===== src/rtl/frh_regs.vh =====
// register offsets, field positions, codes and timing for the fault handler
`ifndef FRH_REGS_VH
`define FRH_REGS_VH

// command codes of the response settings
`define FRH_OFS_OV_RESP      8'h41
`define FRH_OFS_UV_RESP      8'h45
`define FRH_OFS_TON_RESP     8'h63
`define FRH_OFS_VIN_RESP     8'h56

// reset values
`define FRH_RESP_DEFAULT     8'hb8
`define FRH_VIN_DEFAULT      8'h80

// response byte fields
`define FRH_MODE_HI          7
`define FRH_MODE_LO          6
`define FRH_RETRY_HI         5
`define FRH_RETRY_LO         3
`define FRH_DLY_HI           2
`define FRH_DLY_LO           0

// response modes in bits 7:6
`define FRH_MODE_IGNORE      2'h0
`define FRH_MODE_DEGLITCH    2'h1
`define FRH_MODE_SHUTDOWN    2'h2
`define FRH_MODE_BAD         2'h3

// retry field codes
`define FRH_RETRY_NONE       3'h0
`define FRH_RETRY_FOREVER    3'h7

// recognised output overvoltage codes (upper five bits of 0x4n / 0x78+n)
`define FRH_OVERVOLTAGE_LOW_SIDE_CLAMP      8'h00
`define FRH_OV_LATCH         8'h80
`define FRH_OV_RETRY         8'hb8
`define FRH_OV_DGL_LATCH     5'h08
`define FRH_OV_DGL_RETRY     5'h0f

// status bit positions
`define FRH_SB_NONE_ABOVE    0
`define FRH_SB_VOUT_OV       5
`define FRH_SW_INPUT         13
`define FRH_SW_VOUT          15
`define FRH_SIN_VIN_OV       7
`define FRH_SVO_VOUT_OV      7
`define FRH_SVO_VOUT_UV      4
`define FRH_SVO_TON_MAX      2

// timing: deglitch unit and retry interval
`define FRH_CLK_HZ           10000000
`define FRH_DLY_UNIT_NS      10000
`define FRH_RETRY_MS         120

`endif


===== src/rtl/frh_fault_response_handler.v =====
// per-channel fault response: status bits, alert and shutdown/retry
// How it works
// - input overvoltage follows its response byte
// - input overvoltage sets none-above and input bits
// - input overvoltage sets input status flag
// - alert asserts for unmasked faults
// - output overvoltage sets byte and vout flags
// - output overvoltage sets vout word summary
// - code 00 gives low-side clamp only
// - code 80 latches output off
// - code b8 retries without limit
// - code 4n deglitched latch off
// - code 78+n deglitched with retry
// - bad overvoltage code rejected, logic fault
// - mode 10 shuts down, then retry field
// - deglitch mode waits delay, then acts
// - delay field counts 10 us units
// - retry 000 stays off until cleared or off-on
// - retry 111 restarts every retry interval
// - fault bits hold until clear or off-on
// - ov, uv and ton response bytes paged rw default b8; input response byte unpaged rw default 80
// - retry interval starts at fault detection
// - undervoltage masked when inactive or ramping
`timescale 1ns/10ps
`default_nettype none
`include "frh_regs.vh"
module frh_fault_response_handler #(
  parameter PAGES        = 2,
  parameter RETRY_CYCLES = (`FRH_CLK_HZ / 1000) * `FRH_RETRY_MS
) (
  // clock, reset, enable
  input  wire                     sys_clk_i,
  input  wire                     rstn_i,
  input  wire                     ce_i,
  // command port from the serial bus decoder
  input  wire                     cmd_wr_i,
  input  wire                     cmd_rd_i,
  input  wire [7:0]               cmd_code_i,
  input  wire [$clog2(PAGES)-1:0] cmd_page_i,
  input  wire [7:0]               cmd_wdata_i,
  output reg  [7:0]               cmd_rdata_o,
  output reg                      comm_memory_logic_fault_o,
  input  wire                     clear_faults_i,
  // analog detectors and channel controls (asynchronous)
  input  wire                     input_supply_ov_i,
  input  wire                     vout_ov_i,
  input  wire                     vout_uv_i,
  input  wire                     ton_max_i,
  input  wire                     run_pin_i,
  input  wire                     ramping_i,
  // per-source alert masks
  input  wire [3:0]               alert_mask_i,
  // outputs
  output reg                      alert_n_o,
  output reg                      output_enable_o,
  output reg                      overvoltage_low_side_clamp_o,
  output reg  [7:0]               status_byte_o,
  output reg  [15:0]              status_word_o,
  output reg  [7:0]               status_input_o,
  output reg  [7:0]               status_vout_o
);
  localparam PW = $clog2(PAGES);
  localparam DLY_UNIT = (`FRH_CLK_HZ / 1000000) * `FRH_DLY_UNIT_NS / 1000;
  localparam TW = 24;
  // fault sources
  localparam SRC_VIN = 0;
  localparam SRC_OV  = 1;
  localparam SRC_UV  = 2;
  localparam SRC_TON = 3;
  // channel states
  localparam ST_ON    = 2'h0;
  localparam ST_DGL   = 2'h1;
  localparam ST_OFF   = 2'h2;
  localparam ST_RETRY = 2'h3;

  // response settings, paged except vin_resp_r
  reg [7:0] ov_resp_r  [0:PAGES-1];
  reg [7:0] uv_resp_r  [0:PAGES-1];
  reg [7:0] ton_resp_r [0:PAGES-1];
  reg [7:0] vin_resp_r;
  reg [PW-1:0] page_r;
  reg [1:0]  state_r;
  reg [1:0]  state_nxt;
  reg [7:0]  act_resp_r;
  reg        run_q_r;
  integer    i;

  // validity check of an output overvoltage code
  function ov_code_ok;
    input [7:0] v;
    begin
      ov_code_ok = (v == `FRH_OVERVOLTAGE_LOW_SIDE_CLAMP) || (v == `FRH_OV_LATCH) ||
                   (v == `FRH_OV_RETRY) || (v[7:3] == `FRH_OV_DGL_LATCH) ||
                   (v[7:3] == `FRH_OV_DGL_RETRY);
    end
  endfunction

  // deglitch delay in clock cycles from a response byte
  function [TW-1:0] dly_cycles;
    input [7:0] v;
    begin
      dly_cycles = v[`FRH_DLY_HI:`FRH_DLY_LO] * DLY_UNIT[TW-1:0];
    end
  endfunction

  // synchronise the pins before any logic reads them
  wire [5:0] pins_s;
  frh_sync #(.W(6)) u_sync (
    .sys_clk_i (sys_clk_i),
    .rstn_i    (rstn_i),
    .ce_i      (ce_i),
    .d_i       ({ramping_i, run_pin_i, ton_max_i, vout_uv_i, vout_ov_i,
                 input_supply_ov_i}),
    .q_o       (pins_s)
  );
  wire vin_ov_s = pins_s[0];
  wire ov_s     = pins_s[1];
  wire uv_raw_s = pins_s[2];
  wire ton_s    = pins_s[3];
  wire run_s    = pins_s[4];
  wire ramp_s   = pins_s[5];
  wire run_rise = run_s && !run_q_r;
  wire run_fall = !run_s && run_q_r;
  // undervoltage only counts on an active, settled channel
  wire uv_s     = uv_raw_s && run_s && !ramp_s && output_enable_o;

  wire [7:0] ov_cur  = ov_resp_r[page_r];
  wire [7:0] uv_cur  = uv_resp_r[page_r];
  wire [7:0] ton_cur = ton_resp_r[page_r];

  // first fault that leaves normal running picks the response byte
  reg        hit;
  reg [7:0]  hit_resp;
  reg        hit_fault;
  always @* begin
    hit       = 1'b0;
    hit_resp  = 8'h00;
    hit_fault = 1'b0;
    if (vin_ov_s && vin_resp_r[`FRH_MODE_HI:`FRH_MODE_LO] != 2'h0) begin
      hit = 1'b1; hit_resp = vin_resp_r; hit_fault = vin_ov_s;
    end else if (ov_s && ov_cur != `FRH_OVERVOLTAGE_LOW_SIDE_CLAMP) begin
      hit = 1'b1; hit_resp = ov_cur; hit_fault = ov_s;
    end else if (uv_s && uv_cur[`FRH_MODE_HI:`FRH_MODE_LO] != 2'h0) begin
      hit = 1'b1; hit_resp = uv_cur; hit_fault = uv_s;
    end else if (ton_s && ton_cur[`FRH_MODE_HI:`FRH_MODE_LO] != 2'h0) begin
      hit = 1'b1; hit_resp = ton_cur; hit_fault = ton_s;
    end
  end

  // still-present check for the active fault
  wire act_fault = (act_resp_r == vin_resp_r && vin_ov_s) ||
                   (act_resp_r == ov_cur && ov_s) ||
                   (act_resp_r == uv_cur && uv_s) ||
                   (act_resp_r == ton_cur && ton_s);

  // timers for deglitch and retry interval
  wire dgl_load = (state_r == ST_ON && hit &&
                   hit_resp[`FRH_MODE_HI:`FRH_MODE_LO] == `FRH_MODE_DEGLITCH)
                  || (state_r == ST_DGL && !act_fault);
  wire dgl_done;
  frh_timer #(.W(TW)) u_dgl (
    .sys_clk_i (sys_clk_i),
    .rstn_i    (rstn_i),
    .ce_i      (ce_i),
    .load_i    (dgl_load),
    .count_i   (dly_cycles(state_r == ST_ON ? hit_resp : act_resp_r)),
    .done_o    (dgl_done),
    .busy_o    ()
  );
  wire ret_load = state_r == ST_ON && hit;
  wire ret_done;
  wire ret_busy;
  frh_timer #(.W(TW)) u_ret (
    .sys_clk_i (sys_clk_i),
    .rstn_i    (rstn_i),
    .ce_i      (ce_i),
    .load_i    (ret_load),
    .count_i   (RETRY_CYCLES[TW-1:0]),
    .done_o    (ret_done),
    .busy_o    (ret_busy)
  );

  // shutdown and retry sequencing
  wire [2:0] act_retry = act_resp_r[`FRH_RETRY_HI:`FRH_RETRY_LO];
  always @* begin
    state_nxt = state_r;
    case (state_r)
      ST_ON: begin
        if (hit) begin
          if (hit_resp[`FRH_MODE_HI:`FRH_MODE_LO] == `FRH_MODE_DEGLITCH)
            state_nxt = ST_DGL;
          else
            state_nxt = ST_OFF;
        end
      end
      ST_DGL: begin
        if (!act_fault)
          state_nxt = ST_ON;
        else if (dgl_done)
          state_nxt = ST_OFF;
      end
      ST_OFF: begin
        if (act_retry == `FRH_RETRY_FOREVER)
          state_nxt = ST_RETRY;
      end
      ST_RETRY: begin
        if (ret_done || !ret_busy)
          state_nxt = ST_ON;
      end
      default: state_nxt = ST_ON;
    endcase
    // retry 000 holds off until commanded off, or until faults cleared
    if (state_r == ST_OFF && (run_fall || clear_faults_i))
      state_nxt = ST_ON;
  end

  always @(posedge sys_clk_i or negedge rstn_i) begin
    if (!rstn_i) begin
      state_r    <= ST_ON;
      act_resp_r <= 8'h00;
      run_q_r    <= 1'b0;
    end else if (ce_i) begin
      state_r <= state_nxt;
      run_q_r <= run_s;
      if (state_r == ST_ON && hit)
        act_resp_r <= hit_resp;
    end
  end

  // output drive; clamp tracks the overvoltage only in pull-down mode
  always @(posedge sys_clk_i or negedge rstn_i) begin
    if (!rstn_i) begin
      output_enable_o              <= 1'b0;
      overvoltage_low_side_clamp_o <= 1'b0;
    end else if (ce_i) begin
      output_enable_o <= run_s && (state_nxt == ST_ON || state_nxt == ST_DGL);
      overvoltage_low_side_clamp_o <= ov_s && ov_cur == `FRH_OVERVOLTAGE_LOW_SIDE_CLAMP;
    end
  end

  // sticky status; a set on the clear cycle wins, off-on clears too
  wire clr = clear_faults_i || run_rise;
  always @(posedge sys_clk_i or negedge rstn_i) begin
    if (!rstn_i) begin
      status_byte_o  <= 8'h00;
      status_word_o  <= 16'h0000;
      status_input_o <= 8'h00;
      status_vout_o  <= 8'h00;
      alert_n_o      <= 1'b1;
    end else if (ce_i) begin
      if (clr) begin
        status_byte_o  <= 8'h00;
        status_word_o  <= 16'h0000;
        status_input_o <= 8'h00;
        status_vout_o  <= 8'h00;
        alert_n_o      <= 1'b1;
      end
      if (vin_ov_s) begin
        status_byte_o[`FRH_SB_NONE_ABOVE]  <= 1'b1;
        status_word_o[`FRH_SW_INPUT]       <= 1'b1;
        status_input_o[`FRH_SIN_VIN_OV]    <= 1'b1;
      end
      if (ov_s) begin
        status_byte_o[`FRH_SB_VOUT_OV]     <= 1'b1;
        status_vout_o[`FRH_SVO_VOUT_OV]    <= 1'b1;
        status_word_o[`FRH_SW_VOUT]        <= 1'b1;
      end
      if (uv_s) begin
        status_byte_o[`FRH_SB_NONE_ABOVE]  <= 1'b1;
        status_word_o[`FRH_SW_VOUT]        <= 1'b1;
        status_vout_o[`FRH_SVO_VOUT_UV]    <= 1'b1;
      end
      if (ton_s) begin
        status_byte_o[`FRH_SB_NONE_ABOVE]  <= 1'b1;
        status_word_o[`FRH_SW_VOUT]        <= 1'b1;
        status_vout_o[`FRH_SVO_TON_MAX]    <= 1'b1;
      end
      if (|({ton_s, uv_s, ov_s, vin_ov_s} & ~alert_mask_i))
        alert_n_o <= 1'b0;
    end
  end

  // response byte storage with write checking
  wire [1:0] wmode = cmd_wdata_i[`FRH_MODE_HI:`FRH_MODE_LO];
  always @(posedge sys_clk_i or negedge rstn_i) begin
    if (!rstn_i) begin
      for (i = 0; i < PAGES; i = i + 1) begin
        ov_resp_r[i]  <= `FRH_RESP_DEFAULT;
        uv_resp_r[i]  <= `FRH_RESP_DEFAULT;
        ton_resp_r[i] <= `FRH_RESP_DEFAULT;
      end
      vin_resp_r                <= `FRH_VIN_DEFAULT;
      page_r                    <= {PW{1'b0}};
      comm_memory_logic_fault_o <= 1'b0;
      cmd_rdata_o               <= 8'h00;
    end else if (ce_i) begin
      if (clear_faults_i)
        comm_memory_logic_fault_o <= 1'b0;
      if (cmd_wr_i) begin
        page_r <= cmd_page_i;
        case (cmd_code_i)
          `FRH_OFS_OV_RESP: begin
            if (ov_code_ok(cmd_wdata_i))
              ov_resp_r[cmd_page_i] <= cmd_wdata_i;
            else
              comm_memory_logic_fault_o <= 1'b1;
          end
          `FRH_OFS_UV_RESP: begin
            if (wmode != `FRH_MODE_BAD)
              uv_resp_r[cmd_page_i] <= cmd_wdata_i;
            else
              comm_memory_logic_fault_o <= 1'b1;
          end
          `FRH_OFS_TON_RESP: begin
            if (wmode != `FRH_MODE_BAD)
              ton_resp_r[cmd_page_i] <= cmd_wdata_i;
            else
              comm_memory_logic_fault_o <= 1'b1;
          end
          `FRH_OFS_VIN_RESP: begin
            if (wmode != `FRH_MODE_BAD)
              vin_resp_r <= cmd_wdata_i;
            else
              comm_memory_logic_fault_o <= 1'b1;
          end
          default: comm_memory_logic_fault_o <= 1'b1;
        endcase
      end
      if (cmd_rd_i) begin
        case (cmd_code_i)
          `FRH_OFS_OV_RESP:  cmd_rdata_o <= ov_resp_r[cmd_page_i];
          `FRH_OFS_UV_RESP:  cmd_rdata_o <= uv_resp_r[cmd_page_i];
          `FRH_OFS_TON_RESP: cmd_rdata_o <= ton_resp_r[cmd_page_i];
          `FRH_OFS_VIN_RESP: cmd_rdata_o <= vin_resp_r;
          default:           cmd_rdata_o <= 8'h00;
        endcase
      end
    end
  end
endmodule
`default_nettype wire


===== src/rtl/frh_sync.v =====
// two flip-flop synchroniser for a bundle of levels
`timescale 1ns/10ps
`default_nettype none
module frh_sync #(
  parameter W = 1
) (
  // clock and reset
  input  wire         sys_clk_i,
  input  wire         rstn_i,
  input  wire         ce_i,
  // levels
  input  wire [W-1:0] d_i,
  output reg  [W-1:0] q_o
);
  reg [W-1:0] meta_r;

  // first stage feeds only the second
  always @(posedge sys_clk_i or negedge rstn_i) begin
    if (!rstn_i) begin
      meta_r <= {W{1'b0}};
      q_o    <= {W{1'b0}};
    end else if (ce_i) begin
      meta_r <= d_i;
      q_o    <= meta_r;
    end
  end
endmodule
`default_nettype wire


===== src/rtl/frh_timer.v =====
// down counter used for deglitch delay and retry interval
`timescale 1ns/10ps
`default_nettype none
module frh_timer #(
  parameter W = 24
) (
  // clock and reset
  input  wire         sys_clk_i,
  input  wire         rstn_i,
  input  wire         ce_i,
  // control
  input  wire         load_i,
  input  wire [W-1:0] count_i,
  output wire         done_o,
  output wire         busy_o
);
  reg [W-1:0] cnt_r;
  reg         run_r;

  // load wins over counting so a restart begins from the full count
  always @(posedge sys_clk_i or negedge rstn_i) begin
    if (!rstn_i) begin
      cnt_r <= {W{1'b0}};
      run_r <= 1'b0;
    end else if (ce_i) begin
      if (load_i) begin
        cnt_r <= count_i;
        run_r <= 1'b1;
      end else if (run_r && cnt_r != {W{1'b0}}) begin
        cnt_r <= cnt_r - {{(W-1){1'b0}}, 1'b1};
      end else begin
        run_r <= 1'b0;
      end
    end
  end

  assign done_o = run_r && (cnt_r == {W{1'b0}});
  assign busy_o = run_r;
endmodule
`default_nettype wire


===== config.mk =====
export PLATFORM = sky130hd
export DESIGN_NAME = frh_fault_response_handler
export DESIGN_NICKNAME = d
export VERILOG_FILES = /design/src/rtl/frh_fault_response_handler.v /design/src/rtl/frh_sync.v /design/src/rtl/frh_timer.v
export VERILOG_INCLUDE_DIRS = /design/src /design/src/rtl
export SDC_FILE = /design/constraint.sdc
export NUM_CORES = 1
export LEC_CHECK = 0
export ABC_AREA = 1
export BUFFER_PORTS_ARGS = -buffer_cell sky130_fd_sc_hd__clkbuf_2
export CAP_MARGIN = 20
export CELL_PAD_IN_SITES_DETAIL_PLACEMENT = 0
export CELL_PAD_IN_SITES_GLOBAL_PLACEMENT = 1
export CORE_UTILIZATION = 40
export DETAILED_ROUTE_END_ITERATION = 10
export GPL_TIMING_DRIVEN = 0
export PLACE_DENSITY_LB_ADDON = 0.2
export SYNTH_ARGS = -nofsm -noshare
export SYNTH_HDL_FRONTEND = slang
export SYNTH_SLANG_ARGS = --single-unit

===== constraint.sdc =====
create_clock -name sys_clk_i -period 3.4 [get_ports sys_clk_i]
set_input_delay 0.85 -clock sys_clk_i [delete_from_list [all_inputs] [get_ports sys_clk_i]]
set_output_delay 0.85 -clock sys_clk_i [all_outputs]
set_load 0.03 [all_outputs]

# After elaboration in Yosys (flattened, before gate mapping)
# Index checks and enable logic that the tools add are counted.
# word_totals
input_bits,33
ff_bits,150
wordCells,215
# op_classes
n_bitwise,4
n_eq_ne,21
n_addsub,2
reduce_logical,82
mul,1
n_lt_le_gt_ge,3
n_mux,72
# op_table
operator,count
two-way mux 8 bit,25
two-way mux 24 bit,4
bitwise mux 16 bit,3
zero test 24 bit,2
nonzero test 24 bit,2
"subtractor 24 x 1 -> 24 bit, second input constant",2
"equality test 8 x 7 -> 1 bit, second input constant",4
equality test 8 bit,4
case mux 8 bit (4 select lines),1
AND reduction 2 bit,14
two-way mux 1 bit,26
logical AND 1 bit,24
nonzero test 2 bit,10
"equality test 8 bit, second input constant",2
zero test 8 bit,2
two-way mux 16 bit,1
AND reduction 4 bit,4
two-way mux 2 bit,7
logical OR 1 bit,12
"equality test 5 x 4 -> 1 bit, second input constant",2
demux 8 bit (select 1 bit),1
"multiplier 3 x 5 -> 8 bit, second input constant",1
case mux 2 bit (4 select lines),1
nonzero test 4 bit,2
other kinds (17),29

# Logic depth before layout (Yosys ltp)
# Gate-level depths: netlist (run 1).
# depth
depth_word,18
mapped_depth,24
ltp_nobuf,21

# Modules after synthesis
# From an unflattened synthesis (run 1), not the netlist that was laid out.
# hier_totals
cells_unflattened,1488
area_unflattened_um2,10158.5
# modules_own_cells
mod,area_per_inst_um2,n_inst,cells_each
frh_fault_response_handler,5595.4,1,797
frh_timer (u_ret),2058.2,1,320
frh_timer (u_dgl),2047.0,1,320
frh_sync,457.9,1,51

# Worst setup path after synthesis (run 1)
# Ideal clock, no wire load.
# synth_timing
path_kind,reg2reg
start,register page_r
end,register u_dgl.cnt_r[8]
arrival_time_ps,2440
path_buffers,3
path_slack_ps,894
path_stages_with_launch,23
synth_period_minus_slack_ps,2506
cell_sequence,dfrtp_1 buf_6 inv_6 buf_8 nand2_1 nand2_1 nand2_1 nor2_2 nand2_2 nand2_2 buf_6 nand2_1 nand2_1 o21ai_0 o21ai_0 ha_1 inv_1 ha_1 xor2_1 nand2_1 nand2_1 nand2_1 nand2_1
# synth_via
elab_chain_len,15
word_cells_on_any_way,44
cone_classes,mul: 1; eq/ne: 4; mux: 19; bitwise: 1; reduce/logical: 19
# synth_lines
element,line_no,rtl
from (decl),frh_fault_response_handler.v:81,reg [PW-1:0] page_r;
from (signal assigned),frh_fault_response_handler.v:293,page_r <= {PW{1'b0}};
from (signal assigned),frh_fault_response_handler.v:300,page_r <= cmd_page_i;
NOT 1 -> 2 bit (not written as such) *,"frh_fault_response_handler.v:127, frh_fault_response_handler.v:128, frh_fault_response_handler.v:129",
branches (longest 14 deep; another with multiplier 3 x 5 -> 8 bit),-,
to (signal assigned),frh_timer.v:23,cnt_r <= {W{1'b0}};
to (signal assigned),frh_timer.v:27,cnt_r <= count_i;
to (signal assigned),frh_timer.v:30,"cnt_r <= cnt_r - {{(W-1){1'b0}}, 1'b1};"
to (decl),frh_timer.v:17,reg [W-1:0] cnt_r;
# Mark *: on every way between the ends. The select of a mux whose other input is x is not followed.
# A chain may end at the register's enable or synchronous reset.

# Final worst setup path (run 1)
# Same ends and word-level chain as after synthesis.

==> out/qor.txt, run 1 <==
Max clock buf depth: 2
Area after DPL: 9950 sq um
Routed WL: 26,800 um
Max-Slew Margin vs Limit: 39.6%
final hold slack: 0.349 ns
IO Pins: 85
CP max stage delay: 0.47 ns
post-route minimum period: 3.01 ns
post-cts sizing count: 0
Post-synth EDFFs: 0
number of DRC markers in iteration 0: 460
total grt overflow: 0
fin worst setup slack: 0.393 ns
register area share after synthesis: 40.6%
synth-to-layout area growth: 14.8%
max-capacitance violation count: 0
Critical Path Start: page_r$_DFFE_PN0P_
Ys Warns: 0
main flop type after synthesis: dfrtp_1
die height: 154 um
Starting Density: 40.7%
number of max-slew violations in the final report: 0
critical path cell sequence: buf_6, buf_8, buf_6, o21ai_0, nand2_1, nand2_1, nand2_1, nand2_1, o21ai_0, o21ai_0, ha_1, inv_1, ha_1, xor2_1, nand2_1, nand2_1, nand2_1, nand2_1
final instance area: 10,600 sq um
first-pass GRT wire length: 43,600 um
gp weighted congestion: 0.920
number of I/O port buffers: 50
DP HPWL: 20,200 um
type of the worst setup path: reg2reg
total power: 6.54 mW
die area: 23,600 sq um
H-tree Lvls: 4
vias in the first global route: 8,072
dpl cells: 1,661
Sink Count: 148
cts bufs inserted: 17
Ant. Diodes: 0
Pleak: 5.23 nW
final hold vios: 0
Cells after Synth: 1,294
postcts setup bufs: 0
core footprint: 22,600 sq um
run status: finished clean
largest net degree at the start of global routing: 101
Synth Cell Area: 9190 sq um
Util after Layout: 46.7%
crit-path most repeated cell: nand2_1
Rows: 55
final count of negative-setup-slack endpoints: 0
Worst path slowest cell: o21ai_0
R2R Setup Slk: 0.39 ns
initial antenna violation count: 0
CTS tree: done
All-Layer GR Usage: 23.8%
Worst-path clk slew: 0.06 ns
Worst Setup Start Kind: flip-flop
post-detailed-route count of antenna-violating nets: 0
Final #Nets: 1,436
Crit. End Element: flip-flop
share of cells above drive strength 1: 13.5%
DR DRC count: 0
worst hold path type: in2async
final period utilization: 88.4%
fin cells: 1,693
power per cell area: 620 nW/um^2
synth unique cells: 44
hold buffers post-CTS: 0
CP required: 3.77 ns
router iterations before antenna repair: 7
Synth Area per Inst: 7.10 sq um
Die X: 154 um
Worst R2R End: u_dgl.cnt_r[8]$_DFFE_PN0P_
pre-CTS WS: 0.167 ns
number of synthesized register bits: 148
post-DR vias/cell: 4.92
via count of the routed design: 8,336
CTS root buf: clkbuf_16
clk_skew: 0.0154 ns
worst skew pair latency: 0.44 ns
Synth async-reset ratio: 100%
Crit Reg-Reg Startpoint: page_r$_DFFE_PN0P_
Sum Neg Setup Slack: 0 ns
crit path DAT: 3.38 ns
FF-to-FF path depth: 18
WL/cell: 15.8 um
worst vdd ir: 0.283 mV
worst setup path endpoint: u_dgl.cnt_r[8]$_DFFE_PN0P_
maximum clock rate: 333 MHz
actual slew at the worst max-slew pin: 0.899 ns
RSZ-0062 raised after global routing: false
critical path fanouts, max: 10
==> sequential cells by signal, summed over array words and instances, names as in the netlist, 2 cells and up <==
register / cells
status_word_o: 2
status_byte_o: 2
cmd_rdata_o: 8
act_resp_r: 8
status_vout_o: 2
vin_resp_r: 8
state_r: 2
u_dgl.cnt_r: 24
ton_resp_r: 16
ov_resp_r: 16
u_sync.meta_r: 6
uv_resp_r: 16
u_ret.cnt_r: 24
u_sync.q_o: 6
==> critical path: cells and delay by family (launching register included) <==
kind                     cells  cell delay (ns)
AO/OA/AOI/OAI                3             0.99
AND/OR/NAND/NOR              8             0.51
buffers and inverters        4             0.49
adder cells (fa/ha/maj)      2             0.46
flip-flops                   1             0.37
XOR/XNOR                     1             0.14
==> per-layer routing <==
metal | up-vias | track usage (%) | part of all wire [%]
li1 | 4281 | - | -
met1 | 3840 | 30.8 | 45
met2 | 175 | 39.9 | 48
met3 | 40 | 3.58 | 3.5
met4 | 0 | 9.38 | 2.8
met5 | - | 0 | 0
==> cell families (layout without fill, tap and decap cells) <==
kind of cell,count (synthesis),after routing,synth area share (%)
buffers and inverters,199,282,10.5
XOR/XNOR,49,49,4.67
adder cells (fa/ha/maj),8,8,1.09
flip-flops,148,148,40.6
AND/OR/NAND/NOR,707,707,32.4
AO/OA/AOI/OAI,182,182,10.7
other,1,32,0.0408
==> cells in the final DEF (no fill, tap or decap), types with 3 or more instances in the layout <==
cell,count
a21oi_1,24
a31oi_1,3
buf_2,5
buf_4,35
buf_6,5
clkbuf_1,27
clkbuf_16,17
clkbuf_2,49
clkbuf_8,3
clkinvlp_4,4
conb_1,32
dfrtp_1,122
dfstp_2,26
ha_1,8
inv_1,121
inv_6,5
nand2_1,441
nand2_2,7
nand2_4,3
nand3_1,91
nand4_1,15
nor2_1,105
nor2_2,14
nor3_1,15
nor4_1,5
o2111ai_1,5
o211ai_1,3
o21ai_0,124
o21ai_1,5
o22ai_1,6
o31ai_1,7
xnor2_1,8
xor2_1,41
==> cell usage after synthesis (8+ instances only) <==
cell | n | area (sq um)
xor2_1 | 41 | 359
a21oi_1 | 24 | 120
nand3_1 | 91 | 455
ha_1 | 8 | 100
o21ai_0 | 124 | 621
dfrtp_1 | 122 | 3050
nor2_2 | 14 | 87.6
nor2_1 | 105 | 394
nor3_1 | 15 | 75.1
nand2_1 | 441 | 1660
xnor2_1 | 8 | 70.1
nand4_1 | 15 | 93.8
dfstp_2 | 26 | 683
buf_4 | 35 | 263
inv_1 | 121 | 454
clkbuf_1 | 27 | 101
==> power breakdown <==
group	leakage [nW]	switching (mW)	internal (mW)
Sequential	1.86	0.336	2.06
Combinational	3.09	1.41	0.779
Clock	0.283	0.830	1.13
Total	5.23	2.57	3.97
==> worst min-delay path by stage <==
stage	endpoint	depth (start not counted)
floorplan	u_sync.meta_r[0]$_DFFE_PN0P_	2
global placement	u_sync.meta_r[3]$_DFFE_PN0P_	2
detailed placement	u_sync.meta_r[3]$_DFFE_PN0P_	2
CTS	u_ret.cnt_r[21]$_DFFE_PN0P_	1
global route	u_ret.cnt_r[21]$_DFFE_PN0P_	1
finish	u_ret.cnt_r[21]$_DFFE_PN0P_	1
==> layout make-up <==
| type | count | area, sq um |
|---|---|---|
| fillers | 2404 | 12000 |
| multi-input cells | 978 | 4610 |
| flip-flops and latches | 148 | 3740 |
| plain buffers | 75 | 495 |
| inverters | 124 | 470 |
| clock buffers | 19 | 453 |
| well taps | 285 | 357 |
| repair buffers | 51 | 287 |
| clock inverters | 13 | 148 |
Note: power is estimated with default switching activity, not from simulation.
==> inputs of run 2 (changes only) <==
clock period = 3.1 ns   (was 3.4 ns; I/O delays follow)
==> out/qor.txt, run 2 (synthesis gave the netlist of run 1 again) <==
actual slew at the worst max-slew pin: 0.902 ns
H-tree Lvls: 4
Pleak: 5.24 nW
critical path fanouts, max: 8
cts bufs inserted: 17
Worst-path clk slew: 0.06 ns
final hold vios: 0
run status: finished clean
Die X: 154 um
die height: 154 um
DR DRC count: 0
dpl cells: 1,661
initial antenna violation count: 0
core footprint: 22,600 sq um
hold buffers post-CTS: 0
total power: 7.18 mW
post-detailed-route count of antenna-violating nets: 0
Max-Slew Margin vs Limit: 39.4%
WL/cell: 15.8 um
All-Layer GR Usage: 23.8%
RSZ-0062 raised after global routing: true
number of I/O port buffers: 50
router iterations before antenna repair: 5
share of cells above drive strength 1: 14.0%
Crit. End Element: flip-flop
maximum clock rate: 348 MHz
highest-count cells in the layout ignoring fill and taps: nand2_1, o21ai_0, dfrtp_1, inv_1, nor2_1
final instance area: 10,600 sq um
Crit Reg-Reg Startpoint: u_sync.q_o[4]$_DFFE_PN0P_
number of max-slew violations in the final report: 0
Max clock buf depth: 2
Largest regs: u_dgl.cnt_r x24, u_ret.cnt_r x24
number of DRC markers in iteration 0: 406
Critical Path Start: u_sync.q_o[4]$_DFFE_PN0P_
crit path DAT: 3.20 ns
CTS tree: done
worst vdd ir: 0.309 mV
gp weighted congestion: 0.920
Sink Count: 148
final period utilization: 92.7%
CTS root buf: clkbuf_16
max-capacitance violation count: 0
Rows: 55
IO Pins: 85
Sum Neg Setup Slack: 0 ns
fin cells: 1,694
final hold slack: 0.275 ns
total grt overflow: 0
Area after DPL: 9950 sq um
first-pass GRT wire length: 43,600 um
type of the worst setup path: reg2reg
worst hold path type: in2async
Routed WL: 26,700 um
leading cell type in the layout, fill and taps excluded: nand2_1
R2R Setup Slk: 0.23 ns
post-DR vias/cell: 4.93
post-route minimum period: 2.87 ns
clk_skew: 0.0111 ns
CP required: 3.43 ns
die area: 23,600 sq um
Starting Density: 40.7%
power per cell area: 679 nW/um^2
worst skew pair latency: 0.44 ns
filler cell count: 2,397
largest net degree at the start of global routing: 101
Worst Setup Start Kind: flip-flop
vias in the first global route: 8,072
Ant. Diodes: 0
Final #Nets: 1,437
via count of the routed design: 8,353
DP HPWL: 20,200 um
synth-to-layout area growth: 15.0%
final count of negative-setup-slack endpoints: 0
[run 2: final timing paths]
check | end | cells after the start
max reg2reg | u_dgl.cnt_r[8]$_DFFE_PN0P_ | 19
max in group asynchronous | ton_resp_r[5]$_DFFE_PN1P_ | 2
min | u_ret.cnt_r[21]$_DFFE_PN0P_ | 1
max | u_dgl.cnt_r[8]$_DFFE_PN0P_ | 19
min reg2reg | u_sync.meta_r[3]$_DFFE_PN0P_ | 2
min in group sys_clk_i | u_sync.meta_r[3]$_DFFE_PN0P_ | 2
[run 2: cell type report]
cell class	count	area (sq um)	share of cell area, %
inverters	124	470	4.45
plain buffers	75	497	4.70
repair buffers	52	294	2.78
clock buffers	19	453	4.28
well taps	285	357	3.37
clock inverters	13	148	1.40
flip-flops and latches	148	3740	35.3
multi-input cells	978	4620	43.7
[run 2: routing by layer]
metal	track usage (%)	wire length (um)	up-vias	share of wire, %
met5	0	0	-	0
met4	9.38	707	0	2.6
met3	3.58	942	36	3.5
met2	39.9	13000	172	48
met1	30.8	12100	3861	45
li1	-	-	4284	-
[run 2: where the power goes]
group	switching [mW]	leakage [nW]	total (mW)	internal, mW
Combinational	1.55	3.09	2.40	0.857
Sequential	0.367	1.86	2.63	2.26
Clock	0.909	0.283	2.15	1.24
[run 2: worst max-delay path: stages, from the launching register on]
cell and delay (ns):
dfrtp_1 0.38, inv_1 0.09, nor3_2 0.41, nand2_1 0.17, nand2_1 0.25, nand2_1 0.09, nand2_1 0.08, nand2_1 0.05
nand3_1 0.09, nand3_1 0.12, nand2_2 0.12, inv_1 0.04, ha_1 0.26, inv_1 0.04, ha_1 0.19, xor2_1 0.16
nand2_1 0.08, nand2_1 0.05, nand2_1 0.06, nand2_1 0.04
[run 2: through the flow]
| stage | setup slack, ns | util, % |
|---|---|---|
| finish | 0.225 | 46.8 |
| global route | -0.0387 | 46.8 |
| CTS | 0.0444 | 46.7 |
| detailed placement | -0.0582 | 44.1 |
| global placement | -1.48 | 43.9 |
| floorplan | 0.594 | - |
[run 2: what timing repair did]
action,CTS,global route
setup endpoints to repair,0,8
buffers inserted,0,1
gates resized for setup,0,8
hold endpoints to repair,0,0
